--- config.mk ---
export PLATFORM = sky130hd
export DESIGN_NAME = gpo_top
export DESIGN_NICKNAME = d
export VERILOG_FILES = /design/src/gpo_pkg.sv /design/src/gpo_top.sv
export SDC_FILE = /design/constraint.sdc
export NUM_CORES = 1
export LEC_CHECK = 0
export BUFFER_PORTS_ARGS = -buffer_cell sky130_fd_sc_hd__clkbuf_2
export CORE_AREA = 2 2 205 207
export DETAILED_ROUTE_END_ITERATION = 10
export DIE_AREA = 0 0 207 209
export MAX_ROUTING_LAYER = met4
export PLACE_DENSITY = 0.46
export SLEW_MARGIN = 5
export SYNTH_ARGS = -nofsm -noshare
export SYNTH_HDL_FRONTEND = slang
export SYNTH_SLANG_ARGS = --single-unit
--- constraint.sdc ---
create_clock -name CLK -period 3.61 [get_ports CLK]
set_clock_uncertainty 0.15 [all_clocks]
set_input_delay 0.1805 -clock CLK [delete_from_list [all_inputs] [get_ports CLK]]
set_output_delay 0.1805 -clock CLK [all_outputs]
set_load 0.005 [all_outputs]
--- src/gpo_pkg.sv ---
package gpo_pkg;

	// ------------------------------------------------------------------
	// Geometry
	// ------------------------------------------------------------------
	localparam int NUM_PORTS = 4;
	localparam int PORT_W    = 8;
	localparam int PIN_W     = NUM_PORTS * PORT_W;
	localparam int ADDR_W    = 12;

	// ------------------------------------------------------------------
	// Register indices; the byte address is four times the index
	// ------------------------------------------------------------------
	localparam logic [3:0] IDX_INPUT_LEVEL_A  = 4'h0;
	localparam logic [3:0] IDX_DIRECTION_A    = 4'h1;
	localparam logic [3:0] IDX_OUTPUT_LATCH_A = 4'h2;
	localparam logic [3:0] IDX_INPUT_LEVEL_B  = 4'h3;
	localparam logic [3:0] IDX_DIRECTION_B    = 4'h4;
	localparam logic [3:0] IDX_OUTPUT_LATCH_B = 4'h5;
	localparam logic [3:0] IDX_INPUT_LEVEL_C  = 4'h6;
	localparam logic [3:0] IDX_DIRECTION_C    = 4'h7;
	localparam logic [3:0] IDX_OUTPUT_LATCH_C = 4'h8;
	localparam logic [3:0] IDX_INPUT_LEVEL_D  = 4'h9;
	localparam logic [3:0] IDX_DIRECTION_D    = 4'hA;
	localparam logic [3:0] IDX_OUTPUT_LATCH_D = 4'hB;
	localparam logic [9:0] IDX_SYSTEM_CONTROL = 10'h035;
	localparam logic [9:0] NUM_PORT_REGS      = 10'h00C;
	localparam logic [9:0] DATA_SPACE_OFFSET  = 10'h020;

	// Decoder codes beyond the port register indices.
	localparam logic [3:0] SEL_SYSTEM_CONTROL = 4'hC;
	localparam logic [3:0] SEL_NONE           = 4'hF;

	localparam logic [3:0] IDX_INPUT  [NUM_PORTS] = '{IDX_INPUT_LEVEL_A, IDX_INPUT_LEVEL_B,
		IDX_INPUT_LEVEL_C, IDX_INPUT_LEVEL_D};
	localparam logic [3:0] IDX_DIR    [NUM_PORTS] = '{IDX_DIRECTION_A, IDX_DIRECTION_B,
		IDX_DIRECTION_C, IDX_DIRECTION_D};
	localparam logic [3:0] IDX_LATCH  [NUM_PORTS] = '{IDX_OUTPUT_LATCH_A, IDX_OUTPUT_LATCH_B,
		IDX_OUTPUT_LATCH_C, IDX_OUTPUT_LATCH_D};

	// ------------------------------------------------------------------
	// Fields and reset values
	// ------------------------------------------------------------------
	localparam int         GLOBAL_PULLUP_OFF_BIT = 4;
	localparam logic [7:0] SYSTEM_CONTROL_WMASK  = 8'hF3;
	localparam logic [7:0] SYSTEM_CONTROL_RESET  = 8'h00;
	localparam logic [7:0] DIRECTION_RESET       = 8'h00;
	localparam logic [7:0] OUTPUT_LATCH_RESET    = 8'h00;
	localparam logic [7:0] SYNC_RESET            = 8'h00;

	// Bit positions of the lower port D pins in the flat pin vector.
	localparam int PORT_D_BASE = 24;
	localparam int PD0 = PORT_D_BASE + 0;
	localparam int PD1 = PORT_D_BASE + 1;
	localparam int PD2 = PORT_D_BASE + 2;
	localparam int PD3 = PORT_D_BASE + 3;

endpackage

--- src/gpo_top.sv ---
// How it works
// Serial1 receiver forces PD2 input, feeds it.
// Forced PD2 pull-up follows latch, gated globally.
// Serial0 receiver forces PD0 input, latch pull-up.
// Serial0 transmitter drives PD1, no pull-up.
// PD2 feeds external interrupt zero.
// PD2 feeds pin-change 26, input kept enabled.
// PD1 feeds pin-change 25, input kept enabled.
// PD0 feeds pin-change 24, input kept enabled.
// PD0 is timer3 count input.
// Global pull-up off kills every pull-up.
// Pull-up off bit 4, reset zero, bits 3:2 zero.
// Per-port output latch, reset zero, A at 0x02.
// Per-port direction, reset zero, A at 0x01.
// Per-port input level, A at 0x00.
// Port B registers at 0x03..0x05.
// Port C registers at 0x06..0x08.
// Registers mirrored at I/O offset plus 0x20.
// Serial1 transmitter drives PD3 output.
// Port D registers at 0x09..0x0B.
// Active override replaces register-derived pin control.
// Default: drive latch if output, pull-up if latched input.
//
// Added by the designer: the APB interface to the registers.
`timescale 1ns/1ps
module gpo_top
	import gpo_pkg::*;
(
	input  wire logic              CLK,
	input  wire logic              SYS_RST,
	input  wire logic              PSEL,
	input  wire logic              PENABLE,
	input  wire logic              PWRITE,
	input  wire logic [ADDR_W-1:0] PADDR,
	input  wire logic [31:0]       PWDATA,
	input  wire logic [3:0]        PSTRB,
	output logic                   PREADY,
	output logic      [31:0]       PRDATA,
	output logic                   PSLVERR,
	input  wire logic [PIN_W-1:0]  PIN_IN,
	output logic      [PIN_W-1:0]  PIN_OUT,
	output logic      [PIN_W-1:0]  PIN_OE,
	output logic      [PIN_W-1:0]  PIN_PULLUP,
	input  wire logic [PIN_W-1:0]  PULLUP_OVERRIDE_ENABLE,
	input  wire logic [PIN_W-1:0]  PULLUP_OVERRIDE_VALUE,
	input  wire logic [PIN_W-1:0]  DIRECTION_OVERRIDE_ENABLE,
	input  wire logic [PIN_W-1:0]  DIRECTION_OVERRIDE_VALUE,
	input  wire logic [PIN_W-1:0]  PIN_VALUE_OVERRIDE_ENABLE,
	input  wire logic [PIN_W-1:0]  PIN_VALUE_OVERRIDE_VALUE,
	input  wire logic [PIN_W-1:0]  INPUT_ENABLE_OVERRIDE_ENABLE,
	input  wire logic [PIN_W-1:0]  INPUT_ENABLE_OVERRIDE_VALUE,
	input  wire logic              SERIAL0_RECEIVER_ENABLE,
	input  wire logic              SERIAL0_TRANSMITTER_ENABLE,
	input  wire logic              SERIAL0_TRANSMIT_OUTPUT,
	input  wire logic              SERIAL1_RECEIVER_ENABLE,
	input  wire logic              SERIAL1_TRANSMITTER_ENABLE,
	input  wire logic              SERIAL1_TRANSMIT_OUTPUT,
	input  wire logic              EXTERNAL_IRQ_ZERO_ENABLE,
	input  wire logic [7:0]        PIN_CHANGE_MASK_D,
	input  wire logic              PIN_CHANGE_GROUP_D_ENABLE,
	output logic                   SERIAL0_RECEIVE_INPUT,
	output logic                   SERIAL1_RECEIVE_INPUT,
	output logic                   EXTERNAL_IRQ_ZERO,
	output logic                   PIN_CHANGE_LINE_24,
	output logic                   PIN_CHANGE_LINE_25,
	output logic                   PIN_CHANGE_LINE_26,
	output logic                   TIMER3_COUNT_INPUT,
	output logic      [PIN_W-1:0]  PIN_DATA_IN,
	output logic                   GLOBAL_PULLUP_OFF
);

	// ------------------------------------------------------------------
	// Address decode
	// ------------------------------------------------------------------
	// Each register takes one aligned word, so the word index is the byte
	// address shifted down by two. Every port register answers at its own
	// index and again at the index plus the data space offset, and so does
	// the system control register. Any other index, and any address that is
	// not word aligned, decodes to no register at all; the bus then reports
	// an error and nothing is written.
	function automatic logic [3:0] gpo_decode(input logic [ADDR_W-1:0] a);
		logic [9:0] w;
		w          = a[ADDR_W-1:2];
		gpo_decode = SEL_NONE;
		if (a[1:0] != 2'b00) begin
			gpo_decode = SEL_NONE;
		end else if (w < NUM_PORT_REGS) begin
			gpo_decode = w[3:0];
		end else if (w >= DATA_SPACE_OFFSET && w < DATA_SPACE_OFFSET + NUM_PORT_REGS) begin
			gpo_decode = 4'(w - DATA_SPACE_OFFSET);
		end else if (w == IDX_SYSTEM_CONTROL || w == IDX_SYSTEM_CONTROL + DATA_SPACE_OFFSET) begin
			gpo_decode = SEL_SYSTEM_CONTROL;
		end
	endfunction

	logic [3:0]       sel;
	logic             wr_en;
	logic             setup;
	logic [7:0]       rdata;
	logic [31:0]      prdata_q;
	logic [7:0]       system_control_q;
	logic [PIN_W-1:0] direction_q;
	logic [PIN_W-1:0] output_latch_q;
	logic [PIN_W-1:0] pin_meta_q;
	logic [PIN_W-1:0] pin_sync_q;
	logic             global_pullup_off;
	logic [PIN_W-1:0] in_pullup_override_enable;
	logic [PIN_W-1:0] in_pullup_override_value;
	logic [PIN_W-1:0] in_direction_override_enable;
	logic [PIN_W-1:0] in_direction_override_value;
	logic [PIN_W-1:0] in_pin_value_override_enable;
	logic [PIN_W-1:0] in_pin_value_override_value;
	logic [PIN_W-1:0] in_input_enable_override_enable;
	logic [PIN_W-1:0] in_input_enable_override_value;
	logic [PIN_W-1:0] input_enable;
	logic [PIN_W-1:0] din;

	// ------------------------------------------------------------------
	// Bus handshake
	// ------------------------------------------------------------------
	// Every access completes in its first access cycle, so ready is a
	// constant. The error response is raised only in the access phase.
	assign sel     = gpo_decode(PADDR);
	assign setup   = PSEL & ~PENABLE;
	assign wr_en   = PSEL & PENABLE & PWRITE & PSTRB[0] & (sel != SEL_NONE);
	assign PREADY  = 1'b1;
	assign PSLVERR = PSEL & PENABLE & (sel == SEL_NONE);
	assign PRDATA  = prdata_q;
	assign global_pullup_off     = system_control_q[GLOBAL_PULLUP_OFF_BIT];

	// ------------------------------------------------------------------
	// Register file
	// ------------------------------------------------------------------
	// Only the lowest byte lane carries register data. A write whose lowest
	// strobe is low is dropped without an error. Bits 3 and 2 of the system
	// control register have no storage; the mask keeps them at zero.
	always_ff @(posedge CLK) begin
		if (SYS_RST) begin
			system_control_q <= SYSTEM_CONTROL_RESET;
		end else if (wr_en && sel == SEL_SYSTEM_CONTROL) begin
			system_control_q <= PWDATA[7:0] & SYSTEM_CONTROL_WMASK;
		end
	end

	always_ff @(posedge CLK) begin
		if (SYS_RST) begin
			direction_q <= {NUM_PORTS{DIRECTION_RESET}};
		end else if (wr_en) begin
			for (int p = 0; p < NUM_PORTS; p++) begin
				if (sel == IDX_DIR[p]) begin
					direction_q[p*PORT_W +: PORT_W] <= PWDATA[7:0];
				end
			end
		end
	end

	// Writing ones to an input-level register toggles the matching latch bits.
	always_ff @(posedge CLK) begin
		if (SYS_RST) begin
			output_latch_q <= {NUM_PORTS{OUTPUT_LATCH_RESET}};
		end else if (wr_en) begin
			for (int p = 0; p < NUM_PORTS; p++) begin
				if (sel == IDX_LATCH[p]) begin
					output_latch_q[p*PORT_W +: PORT_W] <= PWDATA[7:0];
				end else if (sel == IDX_INPUT[p]) begin
					output_latch_q[p*PORT_W +: PORT_W] <=
						output_latch_q[p*PORT_W +: PORT_W] ^ PWDATA[7:0];
				end
			end
		end
	end

	// ------------------------------------------------------------------
	// Register read mux
	// ------------------------------------------------------------------
	always_comb begin
		rdata = 8'h00;
		for (int p = 0; p < NUM_PORTS; p++) begin
			if (sel == IDX_INPUT[p]) begin
				rdata = din[p*PORT_W +: PORT_W];
			end else if (sel == IDX_DIR[p]) begin
				rdata = direction_q[p*PORT_W +: PORT_W];
			end else if (sel == IDX_LATCH[p]) begin
				rdata = output_latch_q[p*PORT_W +: PORT_W];
			end
		end
		if (sel == SEL_SYSTEM_CONTROL) begin
			rdata = system_control_q & SYSTEM_CONTROL_WMASK;
		end
	end

	// Read data is captured in the setup cycle and shown for the access phase.
	always_ff @(posedge CLK) begin
		if (SYS_RST) begin
			prdata_q <= 32'h0000_0000;
		end else if (setup) begin
			prdata_q <= {24'h00_0000, rdata};
		end
	end

	// ------------------------------------------------------------------
	// Pin input synchroniser
	// ------------------------------------------------------------------
	// Pin levels change with no regard to the clock. Two flip-flops stand
	// between each pin and any logic, so an input-level read lags the pin
	// by two to three clock cycles.
	always_ff @(posedge CLK) begin
		if (SYS_RST) begin
			pin_meta_q <= {NUM_PORTS{SYNC_RESET}};
			pin_sync_q <= {NUM_PORTS{SYNC_RESET}};
		end else begin
			pin_meta_q <= PIN_IN;
			pin_sync_q <= pin_meta_q;
		end
	end

	// ------------------------------------------------------------------
	// Peripheral overrides on the port D pins
	// ------------------------------------------------------------------
	// The serial units claim their pins through these vectors. They rank
	// above the external override inputs, but the serial receivers claim no
	// input enable, so an external input-enable override can still close their pin.
	always_comb begin
		in_pullup_override_enable      = '0;
		in_pullup_override_enable[PD0] = SERIAL0_RECEIVER_ENABLE;
		in_pullup_override_enable[PD1] = SERIAL0_TRANSMITTER_ENABLE;
		in_pullup_override_enable[PD2] = SERIAL1_RECEIVER_ENABLE;
		in_pullup_override_enable[PD3] = SERIAL1_TRANSMITTER_ENABLE;
	end

	// A forced input keeps the pull-up that its latch bit asks for.
	always_comb begin
		in_pullup_override_value      = '0;
		in_pullup_override_value[PD0] = output_latch_q[PD0] & ~global_pullup_off;
		in_pullup_override_value[PD1] = 1'b0;
		in_pullup_override_value[PD2] = output_latch_q[PD2] & ~global_pullup_off;
		in_pullup_override_value[PD3] = 1'b0;
	end

	always_comb begin
		in_direction_override_enable      = '0;
		in_direction_override_enable[PD0] = SERIAL0_RECEIVER_ENABLE;
		in_direction_override_enable[PD1] = SERIAL0_TRANSMITTER_ENABLE;
		in_direction_override_enable[PD2] = SERIAL1_RECEIVER_ENABLE;
		in_direction_override_enable[PD3] = SERIAL1_TRANSMITTER_ENABLE;
	end

	always_comb begin
		in_direction_override_value      = '0;
		in_direction_override_value[PD0] = 1'b0;
		in_direction_override_value[PD1] = 1'b1;
		in_direction_override_value[PD2] = 1'b0;
		in_direction_override_value[PD3] = 1'b1;
	end

	always_comb begin
		in_pin_value_override_enable      = '0;
		in_pin_value_override_enable[PD1] = SERIAL0_TRANSMITTER_ENABLE;
		in_pin_value_override_enable[PD3] = SERIAL1_TRANSMITTER_ENABLE;
	end

	always_comb begin
		in_pin_value_override_value      = '0;
		in_pin_value_override_value[PD1] = SERIAL0_TRANSMIT_OUTPUT;
		in_pin_value_override_value[PD3] = SERIAL1_TRANSMIT_OUTPUT;
	end

	// An enabled interrupt source keeps the input path of its pin open.
	always_comb begin
		in_input_enable_override_enable = '0;
		for (int k = 0; k < PORT_W; k++) begin
			in_input_enable_override_enable[PORT_D_BASE+k] = PIN_CHANGE_MASK_D[k] & PIN_CHANGE_GROUP_D_ENABLE;
		end
		in_input_enable_override_enable[PD2] = in_input_enable_override_enable[PD2] | EXTERNAL_IRQ_ZERO_ENABLE;
	end

	always_comb begin
		in_input_enable_override_value = '0;
		for (int k = 0; k < PORT_W; k++) begin
			in_input_enable_override_value[PORT_D_BASE+k] = 1'b1;
		end
	end

	// ------------------------------------------------------------------
	// Pull-up control
	// ------------------------------------------------------------------
	// External pull-up requests still give way to the global pull-up off,
	// so software can always kill every pull-up with one bit.
	always_comb begin
		PIN_PULLUP = '0;
		for (int i = 0; i < PIN_W; i++) begin
			PIN_PULLUP[i] = ~direction_q[i] & output_latch_q[i] & ~global_pullup_off;
			if (in_pullup_override_enable[i]) begin
				PIN_PULLUP[i] = in_pullup_override_value[i];
			end else if (PULLUP_OVERRIDE_ENABLE[i]) begin
				PIN_PULLUP[i] = PULLUP_OVERRIDE_VALUE[i] & ~global_pullup_off;
			end
		end
	end

	// ------------------------------------------------------------------
	// Direction control
	// ------------------------------------------------------------------
	// With no override, the direction register alone decides the driver.
	always_comb begin
		PIN_OE = '0;
		for (int i = 0; i < PIN_W; i++) begin
			PIN_OE[i] = direction_q[i];
			if (in_direction_override_enable[i]) begin
				PIN_OE[i] = in_direction_override_value[i];
			end else if (DIRECTION_OVERRIDE_ENABLE[i]) begin
				PIN_OE[i] = DIRECTION_OVERRIDE_VALUE[i];
			end
		end
	end

	// ------------------------------------------------------------------
	// Output value control
	// ------------------------------------------------------------------
	// The value is shown even while the pin is an input; only the driver
	// enable decides whether it reaches the pad.
	always_comb begin
		PIN_OUT = '0;
		for (int i = 0; i < PIN_W; i++) begin
			PIN_OUT[i] = output_latch_q[i];
			if (in_pin_value_override_enable[i]) begin
				PIN_OUT[i] = in_pin_value_override_value[i];
			end else if (PIN_VALUE_OVERRIDE_ENABLE[i]) begin
				PIN_OUT[i] = PIN_VALUE_OVERRIDE_VALUE[i];
			end
		end
	end

	// ------------------------------------------------------------------
	// Input enable control
	// ------------------------------------------------------------------
	// Every input path is open unless an override with value zero closes it.
	always_comb begin
		input_enable = '0;
		for (int i = 0; i < PIN_W; i++) begin
			input_enable[i] = 1'b1;
			if (in_input_enable_override_enable[i]) begin
				input_enable[i] = in_input_enable_override_value[i];
			end else if (INPUT_ENABLE_OVERRIDE_ENABLE[i]) begin
				input_enable[i] = INPUT_ENABLE_OVERRIDE_VALUE[i];
			end
		end
	end

	// ------------------------------------------------------------------
	// Pin input path
	// ------------------------------------------------------------------
	// A closed input path reads as zero rather than as the pin level.
	assign din = pin_sync_q & input_enable;

	// ------------------------------------------------------------------
	// Tap-offs to peripherals
	// ------------------------------------------------------------------
	// Port pin levels for the rest of the chip.
	assign PIN_DATA_IN           = din;

	// Port D pin 0 feeds the first serial receiver, timer 3 and line 24.
	assign SERIAL0_RECEIVE_INPUT = din[PD0];
	assign TIMER3_COUNT_INPUT    = din[PD0];
	assign PIN_CHANGE_LINE_24    = din[PD0];

	// Port D pin 1 feeds pin-change line 25.
	assign PIN_CHANGE_LINE_25    = din[PD1];

	// Port D pin 2 feeds line 26, interrupt zero and the second receiver.
	assign PIN_CHANGE_LINE_26    = din[PD2];
	assign EXTERNAL_IRQ_ZERO     = din[PD2];
	assign SERIAL1_RECEIVE_INPUT = din[PD2];

	// The global pull-up off bit is also offered to other units.
	assign GLOBAL_PULLUP_OFF     = global_pullup_off;

endmodule

==> results.yml, run 1 <==
grt:
  grt_pass1_vias: 9023
  grt_overflow: 0
  grt_usage: 0.1824
  grt_max_degree: 67
  antenna_found_initial: 2
  grt_pass1_wl_um: 57240
die:
  num_rows: 75
  die_h_um: 209
  die_area_um2: 43260
  die_w_um: 207
  ioPinCount: 527
  start_util: 0.2008
  coreArea_um2: 41290
hold_path:
  hold_start: "PWDATA[3]"
  worstHoldPathType: "in2reg"
  hold_end: "direction_q[27]$_SDFFE_PP0P_"
  hold_depth: 3
sta:
  finalCritPeriodShare: 0.7661
  setup_tns_ns: 0
  slew-limit-headroom: 0.3577
  period_needed_ns: 2.766
  setup_viol: 0
  rsz0062_at_grt: "false"
  slew_violations: 0
  final-hold-violation-count: 0
  fmax_ghz: 0.3616
  tightestPinTransition_ns: 0.9549
synth:
  yosys_most_used_dff: "dfxtp_1"
  synth-seq-cells: 142
  synth_top_family_by_area: "simple AND/OR/NAND/NOR gates"
  async_reset_ff_frac: 0
  synth_cells: 1033
  avgSynthCellArea_um2: 8.024
  synth-edff-count: 0
  synth_warnings: 0
  yosys.area_share.simple: 0.2539
  seq_area_frac_synth: 0.3429
  synth.area.mux_share: 0.1088
  synth_compound_area_frac: 0.2051
  synthesis.area_um2: 8289
  netlist-cell-type-count: 71
  synth_xor_area_frac: 0.009509
  synthAdderAreaFrac: 0
pwr:
  power_frac_comb: 0.134
  seqPwrFrac: 0.392
  swShare: 0.2502
  powerDensity_nw_per_um2: 335.6
  p_clk_frac: 0.475
  switching_power_mw: 1.027
  leakage_nw: 5.661
  finalPower_mw: 4.106
  power.internal_mw: 3.079
  peakVddDrop_uv: 208.4
setup_path:
  r2r_end: "PRDATA[2]$_SDFFE_PP0P_"
  rrSetupSlack_ns: 1.41
  arrival_ns: 2.94
  worstPathRequired_ns: 3.78
  critPathCaptureType: "register"
  rr_worst_depth: 4
  reg2reg_from: "pin_sync_q[26]$_SDFF_PP0_"
  crit_type: "in2reg"
  cp-start-kind: "input port"
  worstPathMaxFanout: 11
detailed_routing:
  final_antenna_net_count: 0
  dr_total_vias: 9551
  wl_per_cell_um: 19.03
  wl_um: 39710
  dr.first_iter.drc_count: 548
  drtPass1Iterations: 5
  drc: 0
  via_per_inst: 4.576
placed_design:
  io_buffers: 474
  gp_congestion: 0.9180
  hpwlAfterDp_um: 31690
job:
  max_cap_violations: 0
outcome:
  status: "completed"
cts:
  clock_sinks: 142
  cts_root_buffer: "clkbuf_16"
  cts.reportedPaths.clkPinSlew_ns: 0.07
  clk_latency_ns: 0.44
  cts-buffers-inserted: 17
  htree_levels: 4
  post-cts-setup-buffers: 0
  clk_path_buf_depth: 2
  cts_tree: "built"
final_layout:
  syn_to_final_growth_pct: 47.59
  drive_above_1_share: 0.3939
  multi_input_comb_area_um2: 4880
  regArea_um2: 2844
  nFillCells: 4550
  fin_nets: 1890
[layout make-up]
cell class | instances | share of cell area
multi-input combinational | 783 | 0.3989
timing repair buffer | 545 | 0.2471
sequential | 142 | 0.2325
tap | 539 | 0.05512
clock buffer | 18 | 0.03590
clock inverter | 14 | 0.01667
inverter | 44 | 0.01350
antenna | 2 | 0.0004091
[synth_stat cells (4+ instances only)]
library cell	number	area share
o31ai_1	4	0.0036
o21ai_0	57	0.034
nor4_1	8	0.0060
a211oi_1	6	0.0054
o22ai_1	6	0.0045
nor2b_1	69	0.052
nor3_1	14	0.0085
a21oi_1	65	0.039
mux2i_1	26	0.031
a21boi_0	21	0.019
and3_1	8	0.0060
and4_1	4	0.0042
nand2b_1	4	0.0030
buf_2	15	0.0091
a31oi_1	9	0.0068
a221oi_1	8	0.0085
buf_4	34	0.031
o221ai_1	4	0.0042
a22o_1	8	0.0085
dfxtp_1	142	0.34
nor2_1	117	0.053
o21ai_1	14	0.0085
nand4_1	8	0.0060
nand3_1	13	0.0078
clkbuf_1	35	0.016
a22oi_1	23	0.021
nand2_1	100	0.045
nor3b_1	28	0.025
or4_1	4	0.0036
mux2_2	57	0.077
a221o_1	6	0.0072
xnor2_1	9	0.0095
inv_1	44	0.020
o21a_1	9	0.0082
[stage by stage]
stage                     hold WS, ns  cells  worst slack (ns)  area (um^2)    util
final                         0.06566   2087            0.8442        12230  0.2963
after CTS                     0.03465   2085            0.8726        12230  0.2962
after floorplan                0.1587   1056             1.030         8376       -
after detailed placement       0.2438   2007            0.4337        11130  0.2695
after global placement         0.2401   2007            0.4190        11130  0.2695
after global routing          0.07717   2087            0.6308        12230  0.2963
[worst max-delay path by stage]
stage / cells past startpoint / endpoint / startpoint / slack, ns
after floorplan: 10 / output_latch_q[0]$_SDFFE_PP0P_ / PADDR[1] / 1.03
after global placement: 9 / PRDATA[2]$_SDFFE_PP0P_ / PADDR[5] / 0.42
after detailed placement: 9 / PRDATA[2]$_SDFFE_PP0P_ / PADDR[5] / 0.43
after CTS: 9 / PRDATA[2]$_SDFFE_PP0P_ / PADDR[5] / 0.87
after global routing: 9 / PRDATA[2]$_SDFFE_PP0P_ / PADDR[5] / 0.63
final: 9 / PRDATA[2]$_SDFFE_PP0P_ / PADDR[5] / 0.84
[worst max-delay path, stage by stage]
cell,delay (ns)
clkbuf_2,0.18
or4b_1,0.67
nor4_4,0.56
o21ai_0,0.33
o21ai_0,0.24
a221oi_1,0.11
a2111oi_0,0.41
buf_4,0.20
o21ai_1,0.06
[kinds of logic after synthesis]
| group | count (synthesis) |
|---|---|
| AO/OA/AOI/OAI | 262 |
| XOR/XNOR | 9 |
| buffers and inverters | 131 |
| flip-flops | 142 |
| multiplexers | 83 |
| other | 2 |
| AND/OR/NAND/NOR | 404 |
[layout by cell type (no fill, tap or decap), types with 26 or more instances in the layout]
| cell | netlist | layout |
|---|---|---|
| clkbuf_2 | 0 | 473 |
| dfxtp_1 | 142 | 141 |
| nor2_1 | 117 | 117 |
| nand2_1 | 100 | 100 |
| nor2b_1 | 69 | 69 |
| a21oi_1 | 65 | 65 |
| o21ai_0 | 57 | 57 |
| mux2_2 | 57 | 57 |
| dlygate4sd3_1 | 0 | 46 |
| inv_1 | 44 | 44 |
| nor3b_1 | 28 | 28 |
| mux2i_1 | 26 | 26 |
| buf_4 | 34 | 26 |
[registers in the layout, summed over array words and instances (netlist names)]
name              cells
output_latch_q       32
pin_sync_q           32
PRDATA                8
pin_meta_q           32
system_control_q      6
direction_q          32
[layer usage]
| metal | GRT usage | vias up | routed length, um |
|---|---|---|---|
| met2 | 0.2932 | 443 | 18610 |
| met3 | 0.03892 | 51 | 2800 |
| met4 | 0.06034 | 0 | 1087 |
| li1 | - | 4613 | - |
| met1 | 0.2274 | 4444 | 17210 |
| met5 | - | - | 0 |
[power by group through the flow]
stage | Combinational (mW) | Sequential (mW) | Clock, mW
after global routing | 0.601 | 1.61 | 2.06
after detailed placement | 0.512 | 1.64 | 0
final | 0.548 | 1.61 | 1.95
after floorplan | 0.217 | 1.64 | 0
after CTS | 0.552 | 1.61 | 2.00
after global placement | 0.507 | 1.64 | 0
[timing repair]
item | in CTS | in global routing
hold buffers | 46 | 0
hold endpoints to repair | 45 | 0
resized for setup | 0 | 0
No activity file was read; power rests on OpenSTA's default activity.
==> inputs of run 2 (changes only) <==
==> constraint.sdc (replaced) <==
create_clock -name CLK -period 2.8 [get_ports CLK]
set_clock_uncertainty 0.15 [all_clocks]
set_input_delay 0.14 -clock CLK [delete_from_list [all_inputs] [get_ports CLK]]
set_output_delay 0.14 -clock CLK [all_outputs]
set_load 0.005 [all_outputs]
==> run 2 against run 1 <==
Against the previous run:
- utilization is 0.65 points higher
- wire length shrank 0.57%
- clock-buffer cell count unchanged
- sequential power grew 29%
- critical path depth fell by 2
- worst setup slack worse by 0.54 ns
- clock power increased by 29%
- power is 29% higher
- non-clock buffer count is 37 higher
- via count up 0.99%
- die area did not move
==> results.yml, run 2 (synthesized netlist as in run 1, its figures left out) <==
outcome:
  status: "completed"
setup_path:
  crit_type: "in2out"
  worstPathMaxFanout: 7
  crit_slowest_cell: "or4b_1"
  arrival_ns: 2.21
  rrSetupSlack_ns: 0.76
  cp-start-kind: "input port"
  critPathBufInv: 4
  cpPeakStageDelay_ns: 0.63
  critPathTopFamily: "simple AND/OR/NAND/NOR gates"
  worstPathRequired_ns: 2.51
  critPathCaptureType: "output pin"
  crit_chain: "clkbuf_2 > or4b_1 > buf_4 > or4_1 > buf_4 > and4_1 > clkbuf_2"
placed_design:
  post_dp_cell_area_um2: 11520
  gp_congestion: 0.9150
  hpwlAfterDp_um: 32280
  io_buffers: 474
grt:
  grt_pass1_vias: 9315
  antenna_found_initial: 0
  grt_pass1_wl_um: 57260
  grt_max_degree: 78
  grt_usage: 0.1813
  grt_overflow: 0
cts:
  clock_sinks: 142
  clk_latency_ns: 0.43
  cts_root_buffer: "clkbuf_16"
  cts.reportedPaths.clkPinSlew_ns: 0.06
  post-cts-setup-buffers: 0
  cts-buffers-inserted: 17
  htree_levels: 4
  cts_tree: "built"
  clk_path_buf_depth: 2
sta:
  setup_viol: 0
  finalCritPeriodShare: 0.8914
  tightestPinTransition_ns: 0.8615
  slew_violations: 0
  slew-limit-headroom: 0.4257
  period_needed_ns: 2.496
  rsz0062_at_grt: "false"
  fmax_ghz: 0.4007
  final-hold-violation-count: 0
final_layout:
  syn_to_final_growth_pct: 50.82
  final_core_util: 0.3028
  fin_nets: 1927
  insertedDiodeCount: 0
  layout_commonest_cell: "clkbuf_2"
  most-common-layout-cells: "473 x clkbuf_2, 141 x dfxtp_1, 117 x nor2_1, 100 x nand2_1, 73 x buf_4"
  nFillCells: 4457
  fin_area_um2: 12500
  drive_above_1_share: 0.4147
detailed_routing:
  dr_total_vias: 9646
  dr.first_iter.drc_count: 558
  drc: 0
  drtPass1Iterations: 5
  wl_per_cell_um: 18.61
  via_per_inst: 4.548
  wl_um: 39480
  final_antenna_net_count: 0
pwr:
  leakage_nw: 5.834
  peakVddDrop_uv: 281.5
  powerDensity_nw_per_um2: 423.3
die:
  ioPinCount: 527
  num_rows: 75
  die_h_um: 209
  start_util: 0.2008
  coreArea_um2: 41290
  die_w_um: 207
  die_area_um2: 43260
job:
  max_cap_violations: 0
hold_path:
  worstHoldPathType: "in2reg"
==> run 2: metal layers <==
layer / routed length, um / up-vias / global-route usage
met5: 0 / - / -
li1: - / 4671 / -
met3: 2638 / 37 / 0.03637
met4: 682 / 0 / 0.04507
met2: 19070 / 434 / 0.3026
met1: 17090 / 4504 / 0.2241
==> run 2: final timing paths <==
check,startpoint,to,cells after the start
max reg2reg,pin_sync_q[11]$_SDFF_PP0_,PRDATA[3]$_SDFFE_PP0P_,6
min reg2reg,pin_meta_q[24]$_SDFF_PP0_,pin_sync_q[24]$_SDFF_PP0_,1
min,PWDATA[4],direction_q[4]$_SDFFE_PP0P_,3
max,PADDR[1],PSLVERR,7
==> run 2: power by group <==
group          switching (mW)  internal, mW  total [mW]
Sequential             0.0106          2.06        2.07
Combinational           0.330         0.377       0.708
Clock                   0.929          1.58        2.51
Total                    1.27          4.02        5.29
==> run 2: tightest hold or removal path, cell delays in order <==
cell and delay, ns:
clkbuf_2 0.24, nand2_1 0.12, a21oi_1 0.06
==> run 2: timing repair <==
item,4_1_cts,5_1_grt
gates resized for setup,0,0
hold buffers,34,0
hold endpoints to repair,34,0
==> run 2: per-stage QoR <==
step	setup TNS [ns]	hold slack, ns	setup WS [ns]	power (mW)	instances
floorplan	0	0.1182	0.2606	2.392	1056
global placement	-0.01502	0.2012	-0.01502	2.787	2056
detailed placement	-0.01538	0.2025	-0.01538	2.794	2056
CTS	0	0.01229	0.3163	5.360	2121
global route	0	0.03963	0.2841	5.511	2121
finish	0	0.03035	0.3041	5.293	2121
==> run 2: cell type report <==
cell class	instances	area (um^2)	share of cell area
multi-input combinational	783	4880	0.3903
clock inverter	13	214.0	0.01711
clock buffer	18	429.2	0.03433
inverter	44	165.2	0.01321
timing repair buffer	582	3296	0.2636
tap	539	674.4	0.05394
sequential	142	2844	0.2275
